## config.mk

```make
export PLATFORM = sky130hd
export DESIGN_NAME = instr_decoder
export DESIGN_NICKNAME = d
export VERILOG_FILES = /design/src/verilog/decoder_pkg.sv /design/src/verilog/op_classifier.sv /design/src/verilog/instr_decoder.sv
export VERILOG_INCLUDE_DIRS = /design/src /design/src/verilog
export SDC_FILE = /design/constraint.sdc
export NUM_CORES = 1
export LEC_CHECK = 0
export ABC_AREA = 1
export ABC_CLOCK_PERIOD_IN_PS = 2450
export BUFFER_PORTS_ARGS = -buffer_cell sky130_fd_sc_hd__buf_2
export CORE_MARGIN = 1.5
export CORE_UTILIZATION = 35
export CTS_CLUSTER_DIAMETER = 50
export CTS_CLUSTER_SIZE = 14
export DETAILED_ROUTE_END_ITERATION = 12
export PLACE_DENSITY_LB_ADDON = 0.3
export SKIP_LAST_GASP = 1
export SYNTH_ARGS = -nofsm -noshare
export SYNTH_HDL_FRONTEND = slang
export SYNTH_HIERARCHICAL = 1
export SYNTH_SLANG_ARGS = --single-unit
```

## constraint.sdc

```tcl
create_clock -name clock -period 2.45 [get_ports clock]
set_clock_uncertainty 0.2 [all_clocks]
set_input_delay 0.245 -clock clock [delete_from_list [all_inputs] [get_ports clock]]
set_output_delay 0.245 -clock clock [all_outputs]
set_load 0.05 [all_outputs]
```

## src/verilog/decoder_regs.svh

```systemverilog
// Constants for the instruction decoder and cycle sequencer.
// Assumes inclusion by bare name from the decoder design files.
`ifndef DECODER_REGS_SVH
`define DECODER_REGS_SVH

// ****************************************
// Instruction word layout
// ****************************************
`define DEC_WORD_W 14
`define DEC_DEST_BIT 7
`define DEC_FILE_W 7
`define DEC_BIT_LSB 7
`define DEC_LIT_W 8
`define DEC_TARGET_W 11

// ****************************************
// Cycle timing
// ****************************************
`define DEC_PHASE_LAST 2'h3

// ****************************************
// File register map defaults
// ****************************************
`define DEC_TIMER_ADDR 7'h01
`define DEC_PORT_A_ADDR 7'h05
`define DEC_PORT_B_ADDR 7'h06

// ****************************************
// Verify space
// ****************************************
`define DEC_ID_FIRST 14'h2000
`define DEC_ID_LAST 14'h2003
`define DEC_ID_BITS 4

// ****************************************
// Reset values
// ****************************************
`define DEC_EXPIRY_RESET 1'b1
`define DEC_STANDBY_RESET 1'b1

`endif

```

## src/verilog/decoder_pkg.sv

```systemverilog
// Types shared by the instruction decoder files.
// Assumes compilation before the design modules.
package decoder_pkg;

   typedef enum logic [5:0] {
      OP_IDLE_OP = 6'h00,
      OP_ADD_ACC_AND_FILE = 6'h01,
      OP_AND_ACC_WITH_FILE = 6'h02,
      OP_ZERO_FILE = 6'h03,
      OP_ZERO_ACC = 6'h04,
      OP_INVERT_FILE = 6'h05,
      OP_MINUS_ONE_FILE = 6'h06,
      OP_MINUS_ONE_SKIP_ZERO = 6'h07,
      OP_PLUS_ONE_FILE = 6'h08,
      OP_PLUS_ONE_SKIP_ZERO = 6'h09,
      OP_OR_ACC_WITH_FILE = 6'h0A,
      OP_COPY_FILE = 6'h0B,
      OP_STORE_ACC_TO_FILE = 6'h0C,
      OP_ROTATE_LEFT_CARRY = 6'h0D,
      OP_ROTATE_RIGHT_CARRY = 6'h0E,
      OP_FILE_MINUS_ACC = 6'h0F,
      OP_NIBBLE_EXCHANGE = 6'h10,
      OP_XOR_ACC_WITH_FILE = 6'h11,
      OP_BIT_ZERO_OP = 6'h12,
      OP_BIT_ONE_OP = 6'h13,
      OP_TEST_SKIP_IF_ZERO = 6'h14,
      OP_TEST_SKIP_IF_ONE = 6'h15,
      OP_ADD_LITERAL_ACC = 6'h16,
      OP_AND_LITERAL_ACC = 6'h17,
      OP_SUBROUTINE_CALL = 6'h18,
      OP_WATCHDOG_KICK = 6'h19,
      OP_ABSOLUTE_JUMP = 6'h1A,
      OP_OR_LITERAL_ACC = 6'h1B,
      OP_LOAD_LITERAL_ACC = 6'h1C,
      OP_INTERRUPT_EXIT = 6'h1D,
      OP_EXIT_WITH_LITERAL = 6'h1E,
      OP_SUBROUTINE_EXIT = 6'h1F,
      OP_STANDBY = 6'h20,
      OP_LITERAL_MINUS_ACC = 6'h21,
      OP_XOR_LITERAL_ACC = 6'h22
   } op_t;

   typedef enum logic [0:0] {
      SEQ_EXEC = 1'b0,
      SEQ_FLUSH = 1'b1
   } seq_t;

endpackage

```

## src/verilog/op_classifier.sv

```systemverilog
// Combinational split of one instruction word into operation and fields.
// Assumes the word on the fetch input is stable until the sequencer's cycle end.
`timescale 1ns/1ps
`default_nettype none
`include "decoder_regs.svh"

module op_classifier
   import decoder_pkg::*;
(
   // Instruction word
   input wire logic [`DEC_WORD_W-1:0] word,
   // Operation and operands
   output op_t op,
   output logic dest_file,
   output logic [`DEC_FILE_W-1:0] file_addr,
   output logic [2:0] bit_num,
   output logic [`DEC_LIT_W-1:0] literal,
   output logic [`DEC_TARGET_W-1:0] target,
   // Side effects
   output logic reads_file,
   output logic writes_file,
   output logic upd_c,
   output logic upd_dc,
   output logic upd_z,
   output logic upd_to_pd,
   output logic two_cycle
);

   // ****************************************
   // Field extraction
   // ****************************************
   assign file_addr = word[`DEC_FILE_W-1:0];
   assign bit_num = word[`DEC_BIT_LSB+2:`DEC_BIT_LSB];
   assign literal = word[`DEC_LIT_W-1:0];
   assign target = word[`DEC_TARGET_W-1:0];
   assign dest_file = word[`DEC_DEST_BIT];

   // ****************************************
   // Opcode match, don't-care bits as ?
   // ****************************************
   always_comb begin
      op = OP_IDLE_OP;
      casez (word)
         14'b00_0111_????_????: op = OP_ADD_ACC_AND_FILE;
         14'b00_0101_????_????: op = OP_AND_ACC_WITH_FILE;
         14'b00_0100_????_????: op = OP_OR_ACC_WITH_FILE;
         14'b00_0110_????_????: op = OP_XOR_ACC_WITH_FILE;
         14'b00_0010_????_????: op = OP_FILE_MINUS_ACC;
         14'b00_1001_????_????: op = OP_INVERT_FILE;
         14'b00_0011_????_????: op = OP_MINUS_ONE_FILE;
         14'b00_1010_????_????: op = OP_PLUS_ONE_FILE;
         14'b00_1011_????_????: op = OP_MINUS_ONE_SKIP_ZERO;
         14'b00_1111_????_????: op = OP_PLUS_ONE_SKIP_ZERO;
         14'b00_1000_????_????: op = OP_COPY_FILE;
         14'b00_1101_????_????: op = OP_ROTATE_LEFT_CARRY;
         14'b00_1100_????_????: op = OP_ROTATE_RIGHT_CARRY;
         14'b00_1110_????_????: op = OP_NIBBLE_EXCHANGE;
         14'b00_0001_1???_????: op = OP_ZERO_FILE;
         14'b00_0001_0???_????: op = OP_ZERO_ACC;
         14'b00_0000_1???_????: op = OP_STORE_ACC_TO_FILE;
         14'b00_0000_0110_0100: op = OP_WATCHDOG_KICK;
         14'b00_0000_0110_0011: op = OP_STANDBY;
         14'b00_0000_0000_1001: op = OP_INTERRUPT_EXIT;
         14'b00_0000_0000_1000: op = OP_SUBROUTINE_EXIT;
         14'b01_00??_????_????: op = OP_BIT_ZERO_OP;
         14'b01_01??_????_????: op = OP_BIT_ONE_OP;
         14'b01_10??_????_????: op = OP_TEST_SKIP_IF_ZERO;
         14'b01_11??_????_????: op = OP_TEST_SKIP_IF_ONE;
         14'b10_0???_????_????: op = OP_SUBROUTINE_CALL;
         14'b10_1???_????_????: op = OP_ABSOLUTE_JUMP;
         14'b11_00??_????_????: op = OP_LOAD_LITERAL_ACC;
         14'b11_01??_????_????: op = OP_EXIT_WITH_LITERAL;
         14'b11_1000_????_????: op = OP_OR_LITERAL_ACC;
         14'b11_1001_????_????: op = OP_AND_LITERAL_ACC;
         14'b11_1010_????_????: op = OP_XOR_LITERAL_ACC;
         14'b11_110?_????_????: op = OP_LITERAL_MINUS_ACC;
         14'b11_111?_????_????: op = OP_ADD_LITERAL_ACC;
         default: op = OP_IDLE_OP;
      endcase
   end

   // ****************************************
   // Flags, file access and cycle count
   // ****************************************
   always_comb begin
      upd_c = 1'b0;
      upd_dc = 1'b0;
      upd_z = 1'b0;
      upd_to_pd = 1'b0;
      two_cycle = 1'b0;
      reads_file = 1'b0;
      writes_file = 1'b0;
      case (op)
         OP_ADD_ACC_AND_FILE, OP_FILE_MINUS_ACC: begin
            {upd_c, upd_dc, upd_z} = 3'h7;
            reads_file = 1'b1;
            writes_file = dest_file;
         end
         OP_AND_ACC_WITH_FILE, OP_OR_ACC_WITH_FILE, OP_XOR_ACC_WITH_FILE, OP_INVERT_FILE,
         OP_MINUS_ONE_FILE, OP_PLUS_ONE_FILE, OP_COPY_FILE: begin
            upd_z = 1'b1;
            reads_file = 1'b1;
            writes_file = dest_file;
         end
         OP_MINUS_ONE_SKIP_ZERO, OP_PLUS_ONE_SKIP_ZERO, OP_NIBBLE_EXCHANGE: begin
            reads_file = 1'b1;
            writes_file = dest_file;
         end
         OP_ROTATE_LEFT_CARRY, OP_ROTATE_RIGHT_CARRY: begin
            upd_c = 1'b1;
            reads_file = 1'b1;
            writes_file = dest_file;
         end
         OP_ZERO_FILE: begin
            upd_z = 1'b1;
            writes_file = 1'b1;
         end
         OP_ZERO_ACC, OP_AND_LITERAL_ACC, OP_OR_LITERAL_ACC, OP_XOR_LITERAL_ACC: begin
            upd_z = 1'b1;
         end
         OP_ADD_LITERAL_ACC, OP_LITERAL_MINUS_ACC: begin
            {upd_c, upd_dc, upd_z} = 3'h7;
         end
         OP_STORE_ACC_TO_FILE: begin
            writes_file = 1'b1;
         end
         OP_BIT_ZERO_OP, OP_BIT_ONE_OP: begin
            reads_file = 1'b1;
            writes_file = 1'b1;
         end
         OP_TEST_SKIP_IF_ZERO, OP_TEST_SKIP_IF_ONE: begin
            reads_file = 1'b1;
         end
         OP_WATCHDOG_KICK, OP_STANDBY: begin
            upd_to_pd = 1'b1;
         end
         OP_SUBROUTINE_CALL, OP_ABSOLUTE_JUMP, OP_EXIT_WITH_LITERAL,
         OP_INTERRUPT_EXIT, OP_SUBROUTINE_EXIT: begin
            two_cycle = 1'b1;
         end
         default: begin
            two_cycle = 1'b0;
         end
      endcase
   end

endmodule
`default_nettype wire

```

## src/verilog/instr_decoder.sv

```systemverilog
// Instruction decoder and four-phase cycle sequencer of the core.
// Assumes fetch, datapath and watchdog signals are on the same clock.
//
// Function
// - Take one 14-bit word per fetch; split opcode from operand fields.
// - Destination bit 0 sends result to accumulator, 1 to file register.
// - File address is the low 7 bits, addresses 0 through 127.
// - A 3-bit bit number picks one bit of the 8-bit file register.
// - Literal is low byte; call and jump carry 11-bit targets, two cycles.
// - One cycle, two when test succeeds or PC changes; second is idle.
// - Each instruction cycle is exactly four oscillator periods.
// - Top 00 codes: add, and, or, xor, file minus acc, complement.
// - Top 00: decrement, increment, and skip-on-zero forms taking two cycles on a zero result.
// - Top 00: copy, rotates, swap, clears, store accumulator to file.
// - Top 01: clear bit, set bit, test-skip clear, test-skip set.
// - Top 11: literal load, exit with literal, or, and, xor, sub, add.
// - Fixed words: watchdog kick, standby, interrupt exit, subroutine exit.
// - Arithmetic sets C, DC, Z; logic Z; rotates C; kick/standby TO, PD.
// - Port read-modify-write takes operand from pin levels, not latch.
// - Writing timer count clears prescaler when assigned to timer.
// - Don't-care bits are ignored by the decoder.
// - ID words only in program/verify mode; low four bits only.
// - Program readout only when code protection is unprogrammed.
// - Standby clears watchdog, clears PD, sets TO, stops oscillator.
`timescale 1ns/1ps
`default_nettype none
`include "decoder_regs.svh"

module instr_decoder
   import decoder_pkg::*;
#(
   parameter logic [`DEC_FILE_W-1:0] TIMER_ADDR = `DEC_TIMER_ADDR,
   parameter logic [`DEC_FILE_W-1:0] PORT_A_ADDR = `DEC_PORT_A_ADDR,
   parameter logic [`DEC_FILE_W-1:0] PORT_B_ADDR = `DEC_PORT_B_ADDR
)
(
   // Clock and reset
   input wire logic clock,
   input wire logic rstn,
   // Fetch from program memory
   input wire logic fetch_valid,
   input wire logic [`DEC_WORD_W-1:0] fetch_word,
   // Datapath and system status
   input wire logic alu_zero,
   input wire logic tested_bit,
   input wire logic prescaler_on_timer,
   input wire logic wdt_timeout,
   input wire logic wake_event,
   // Program and verify access
   input wire logic prog_verify_mode,
   input wire logic code_protect_set,
   input wire logic [`DEC_WORD_W-1:0] verify_addr,
   input wire logic [`DEC_WORD_W-1:0] id_wdata_in,
   // Sequencer
   output logic [1:0] phase,
   output logic cycle_start,
   output logic flush,
   // Decoded instruction
   output op_t op,
   output logic dest_file,
   output logic [`DEC_FILE_W-1:0] file_addr,
   output logic [2:0] bit_num,
   output logic [`DEC_LIT_W-1:0] literal,
   output logic [`DEC_TARGET_W-1:0] target,
   output logic writes_file,
   output logic upd_c,
   output logic upd_dc,
   output logic upd_z,
   output logic two_cycle,
   output logic use_pin_levels,
   // Side effects
   output logic clear_prescaler,
   output logic watchdog_clear,
   output logic osc_stop,
   output logic watchdog_expiry_flag,
   output logic standby_entered_flag,
   // Verify gating
   output logic readout_enable,
   output logic id_access_enable,
   output logic [`DEC_WORD_W-1:0] id_wdata
);

   function automatic logic is_port(input logic [`DEC_FILE_W-1:0] addr);
      is_port = (addr == PORT_A_ADDR) || (addr == PORT_B_ADDR);
   endfunction

   // ****************************************
   // Combinational decode of the fetched word
   // ****************************************
   op_t dec_op;
   logic dec_dest, dec_reads, dec_writes, dec_c, dec_dc, dec_z, dec_to_pd, dec_two;
   logic [`DEC_FILE_W-1:0] dec_addr;
   logic [2:0] dec_bit;
   logic [`DEC_LIT_W-1:0] dec_lit;
   logic [`DEC_TARGET_W-1:0] dec_target;

   op_classifier u_classifier (
      .word(fetch_word),
      .op(dec_op),
      .dest_file(dec_dest),
      .file_addr(dec_addr),
      .bit_num(dec_bit),
      .literal(dec_lit),
      .target(dec_target),
      .reads_file(dec_reads),
      .writes_file(dec_writes),
      .upd_c(dec_c),
      .upd_dc(dec_dc),
      .upd_z(dec_z),
      .upd_to_pd(dec_to_pd),
      .two_cycle(dec_two)
   );

   // ****************************************
   // Sequencer and decoded registers
   // ****************************************
   seq_t seq, next_seq;
   logic [1:0] next_phase;
   logic next_cycle_start, next_flush, end_of_cycle, taken;
   op_t next_op;
   logic next_dest, next_writes, next_c, next_dc, next_z, next_two, next_pins;
   logic [`DEC_FILE_W-1:0] next_addr;
   logic [2:0] next_bit;
   logic [`DEC_LIT_W-1:0] next_lit;
   logic [`DEC_TARGET_W-1:0] next_target;

   always_comb begin
      end_of_cycle = (phase == `DEC_PHASE_LAST) && !osc_stop;
      next_phase = osc_stop ? phase : phase + 2'h1;
      next_cycle_start = end_of_cycle;
      taken = 1'b0;
      if (seq == SEQ_EXEC) begin
         taken = two_cycle
            || ((op == OP_MINUS_ONE_SKIP_ZERO || op == OP_PLUS_ONE_SKIP_ZERO) && alu_zero)
            || (op == OP_TEST_SKIP_IF_ZERO && !tested_bit)
            || (op == OP_TEST_SKIP_IF_ONE && tested_bit);
      end
      next_seq = seq;
      next_flush = flush;
      next_op = op;
      next_dest = dest_file;
      next_addr = file_addr;
      next_bit = bit_num;
      next_lit = literal;
      next_target = target;
      next_writes = writes_file;
      next_c = upd_c;
      next_dc = upd_dc;
      next_z = upd_z;
      next_two = two_cycle;
      next_pins = use_pin_levels;
      if (end_of_cycle) begin
         case (seq)
            SEQ_EXEC: next_seq = taken ? SEQ_FLUSH : SEQ_EXEC;
            SEQ_FLUSH: next_seq = SEQ_EXEC;
            default: next_seq = SEQ_EXEC;
         endcase
         if ((seq == SEQ_EXEC && taken) || !fetch_valid) begin
            // Discarded or missing word runs as idle
            next_flush = (seq == SEQ_EXEC) && taken;
            next_op = OP_IDLE_OP;
            next_dest = 1'b0;
            next_addr = '0;
            next_bit = 3'h0;
            next_lit = '0;
            next_target = '0;
            next_writes = 1'b0;
            {next_c, next_dc, next_z} = 3'h0;
            next_two = 1'b0;
            next_pins = 1'b0;
         end else begin
            next_flush = 1'b0;
            next_op = dec_op;
            next_dest = dec_dest;
            next_addr = dec_addr;
            next_bit = dec_bit;
            next_lit = dec_lit;
            next_target = dec_target;
            next_writes = dec_writes;
            next_c = dec_c;
            next_dc = dec_dc;
            next_z = dec_z;
            next_two = dec_two;
            next_pins = dec_reads && dec_writes && is_port(dec_addr);
         end
      end
   end

   always_ff @(posedge clock) begin
      if (!rstn) begin
         seq <= SEQ_EXEC;
         phase <= 2'h0;
         cycle_start <= 1'b0;
         flush <= 1'b0;
         op <= OP_IDLE_OP;
         dest_file <= 1'b0;
         file_addr <= '0;
         bit_num <= 3'h0;
         literal <= '0;
         target <= '0;
         writes_file <= 1'b0;
         upd_c <= 1'b0;
         upd_dc <= 1'b0;
         upd_z <= 1'b0;
         two_cycle <= 1'b0;
         use_pin_levels <= 1'b0;
      end else begin
         seq <= next_seq;
         phase <= next_phase;
         cycle_start <= next_cycle_start;
         flush <= next_flush;
         op <= next_op;
         dest_file <= next_dest;
         file_addr <= next_addr;
         bit_num <= next_bit;
         literal <= next_lit;
         target <= next_target;
         writes_file <= next_writes;
         upd_c <= next_c;
         upd_dc <= next_dc;
         upd_z <= next_z;
         two_cycle <= next_two;
         use_pin_levels <= next_pins;
      end
   end

   // ****************************************
   // Completion effects and power status
   // ****************************************
   logic next_clr_pre, next_wdt_clr, next_stop, next_expiry, next_standby;
   logic done_kick, done_standby;

   always_comb begin
      done_kick = end_of_cycle && seq == SEQ_EXEC && op == OP_WATCHDOG_KICK;
      done_standby = end_of_cycle && seq == SEQ_EXEC && op == OP_STANDBY;
      next_clr_pre = end_of_cycle && seq == SEQ_EXEC && writes_file
         && file_addr == TIMER_ADDR && prescaler_on_timer;
      next_wdt_clr = done_kick || done_standby;
      next_stop = (osc_stop || done_standby) && !wake_event;
      next_expiry = watchdog_expiry_flag;
      next_standby = standby_entered_flag;
      if (done_kick) begin
         next_expiry = 1'b1;
         next_standby = 1'b1;
      end
      if (done_standby) begin
         next_expiry = 1'b1;
         next_standby = 1'b0;
      end
      if (wdt_timeout) begin
         next_expiry = 1'b0;
      end
   end

   always_ff @(posedge clock) begin
      if (!rstn) begin
         clear_prescaler <= 1'b0;
         watchdog_clear <= 1'b0;
         osc_stop <= 1'b0;
         watchdog_expiry_flag <= `DEC_EXPIRY_RESET;
         standby_entered_flag <= `DEC_STANDBY_RESET;
      end else begin
         clear_prescaler <= next_clr_pre;
         watchdog_clear <= next_wdt_clr;
         osc_stop <= next_stop;
         watchdog_expiry_flag <= next_expiry;
         standby_entered_flag <= next_standby;
      end
   end

   // ****************************************
   // Verify readout and ID gating
   // ****************************************
   logic next_readout, next_id_ok;
   logic [`DEC_WORD_W-1:0] next_id_wdata;

   always_comb begin
      next_readout = prog_verify_mode && !code_protect_set
         && verify_addr < `DEC_ID_FIRST;
      next_id_ok = prog_verify_mode && verify_addr >= `DEC_ID_FIRST
         && verify_addr <= `DEC_ID_LAST;
      next_id_wdata = '0;
      if (next_id_ok) begin
         next_id_wdata[`DEC_ID_BITS-1:0] = id_wdata_in[`DEC_ID_BITS-1:0];
      end
   end

   always_ff @(posedge clock) begin
      if (!rstn) begin
         readout_enable <= 1'b0;
         id_access_enable <= 1'b0;
         id_wdata <= '0;
      end else begin
         readout_enable <= next_readout;
         id_access_enable <= next_id_ok;
         id_wdata <= next_id_wdata;
      end
   end
endmodule
`default_nettype wire

```

==> results.tsv <==
metric	value	unit
Initial Utilization	0.365	
CP startpoint	fetch_word[11]	
DRC	0	
area grow syn2layout	19.0	%
commonest non-fill, non-tap cell in the layout	buf_2	
Reg2Reg Launch Point	op[1]$_SDFFE_PN0P_	
H-tree levels	3	
Die W	102	um
worst hold-check path type	in -> reg	
vias	3453	
die height	102	um
cell area after placement	0.00372	mm^2
CTS Buf Count	9	
GRT Overall Usage	0.187	
Max-slew headroom	0.454	
# resized after CTS	0	
crit-path cells	buf_2 -> inv_1 -> nor2_1 -> nand3_1 -> nand2_1 -> nor2_1 -> nand2_1 -> o21ai_1 -> nand2_1 -> nand4_1 -> nor2_1 -> nand3_1 -> a21oi_1	
post-route cell area	0.00405	mm^2
worst skew pair latency	0.33	ns
Int Pwr	1.82	mW
Clock transition at path regs	0.07	ns
RSZ-0062 raised after global routing	no	
drt wl/cell	13.8	um
Clock Tree Buf Depth	2	
syn_area_per_cell	6.80	um^2
endpoint class of the critical path	flip-flop	
First-pass DRT Iterations	5	
CTS sink count	58	
Sum Neg Setup Slack	0	ns
n_diodes	0	
I/O pins	119	
Slew Limit Fails	0	
Detailed Route Iter0 Violations	262	
Final Hold Fails	0	
Rows	35	
Final Net Count	623	
hold slack	0.0370	ns
crit-path leading delay family	simple AND/OR/NAND/NOR gates	
core area	0.00933	mm^2
Root Buffer	clkbuf_8	
Final HPWL DP	6.82	mm
Final setup viols	0	
P_sw	0.827	mW
Pleak	2.10	nW
CP max stage delay	0.29	ns
initial antenna violation count	0	
crit path time final	1.84	ns
# Post-CTS Setup Buffers	0	
Via density	4.90	
status	completed	
vias in the first global route	3062	
first-pass GRT wire length	15.3	mm
VDD IR max	0.238	mV
Layout Cells excl Fill	704	
TritonCTS clock tree	built	
CP Max Fanout	11	
Port Buffers	96	
fin util	0.434	
crit start category	input pin	
CP Class	in -> reg	
Power Dens Cells	653	mW/mm^2
Arr. time, crit path	1.90	ns
CP Buf/Inv Count	2	
sw frac	0.313	
post-synthesis instance total	501	
Final ANT Viol Nets	0	
largest net degree at the start of global routing	81	
Slew @ Worst Pin	0.819	ns
fmax	544	MHz
Post-Place Cells	680	
GR Overflow Total	0	
Hold Startpoint	fetch_word[5]	
Ys Warns	6	
fin crit share	0.750	
CP max stage cell	nor2_1	
CTS Hold Bufs	8	
commonest cells after routing, fill and taps aside	96 x buf_2, 70 x nand2_1, 69 x nand3_1	
Die Area	0.0103	mm^2
drt total wl	9.69	mm
Max Cap Viol	0	
Clk network pwr share	0.404	
synthesized area	0.00340	mm^2
fraction of layout instances using a drive strength above 1	0.249	
part of the power in registers	0.385	
Comb pwr share	0.211	
Final GP Congestion	0.928	
CP required	2.51	ns
==> area by class of cell <==
| class | instances | area (um^2) |
|---|---|---|
| clock buffer | 13 | 179 |
| clock inverter | 3 | 68.8 |
| fill | 1015 | 5280 |
| inverter | 44 | 165 |
| multi-input combinational | 344 | 1680 |
| sequential | 58 | 1160 |
| tap | 129 | 161 |
| timing repair buffer | 113 | 641 |
==> per-layer routing <==
layer  global-route usage  vias to the layer above  wire, um
met2                0.289                      124      4240
met4               0.0491                        0        80
li1                     -                     1760         -
met3               0.0449                        7       722
met5                    0                        -         0
met1                0.260                     1562      4650
==> power groups by stage <==
| stage | logic, mW | registers (mW) | clock network (mW) |
|---|---|---|---|
| 6_report | 0.558 | 1.02 | 1.07 |
| 5_1_grt | 0.608 | 1.02 | 1.15 |
| 4_1_cts | 0.558 | 1.02 | 1.10 |
| 3_5_place_dp | 0.546 | 1.04 | 0 |
| 3_3_place_gp | 0.544 | 1.04 | 0 |
| 2_1_floorplan | 0.294 | 1.20 | 0 |
==> worst register-to-register path, stage by stage (launching register included) <==
cell and delay [ns]:
dfxtp_1 0.43, nor2_1 0.09, nand2_1 0.06, nand2_1 0.05
nand2_1 0.08, nand3_2 0.11, nand2_4 0.37, nand3_1 0.16
a21oi_1 0.16
==> metrics by stage <==
stage | power, mW | worst slack, ns
floorplan | 1.49 | 0.608
global route | 2.78 | 0.442
detailed placement | 1.59 | 0.323
CTS | 2.68 | 0.675
global placement | 1.58 | 0.354
finish | 2.65 | 0.612
==> registers in the layout, summed over array words and instances (netlist names), 2 cells and up <==
signal / flops
target: 11
literal: 8
file_addr: 7
op: 6
id_wdata: 4
bit_num: 3
phase: 2
==> worst paths after layout <==
check,to,slack (ns),cells past startpoint
worst max-delay path,use_pin_levels$_SDFFE_PN0P_,0.61,13
worst min-delay path,file_addr[5]$_SDFFE_PN0P_,0.04,3
worst min register to register,clear_prescaler$_SDFF_PN0_,0.25,1
worst max register to register,op[3]$_SDFFE_PN0P_,0.69,8
No activity file was read; power rests on OpenSTA's default activity.
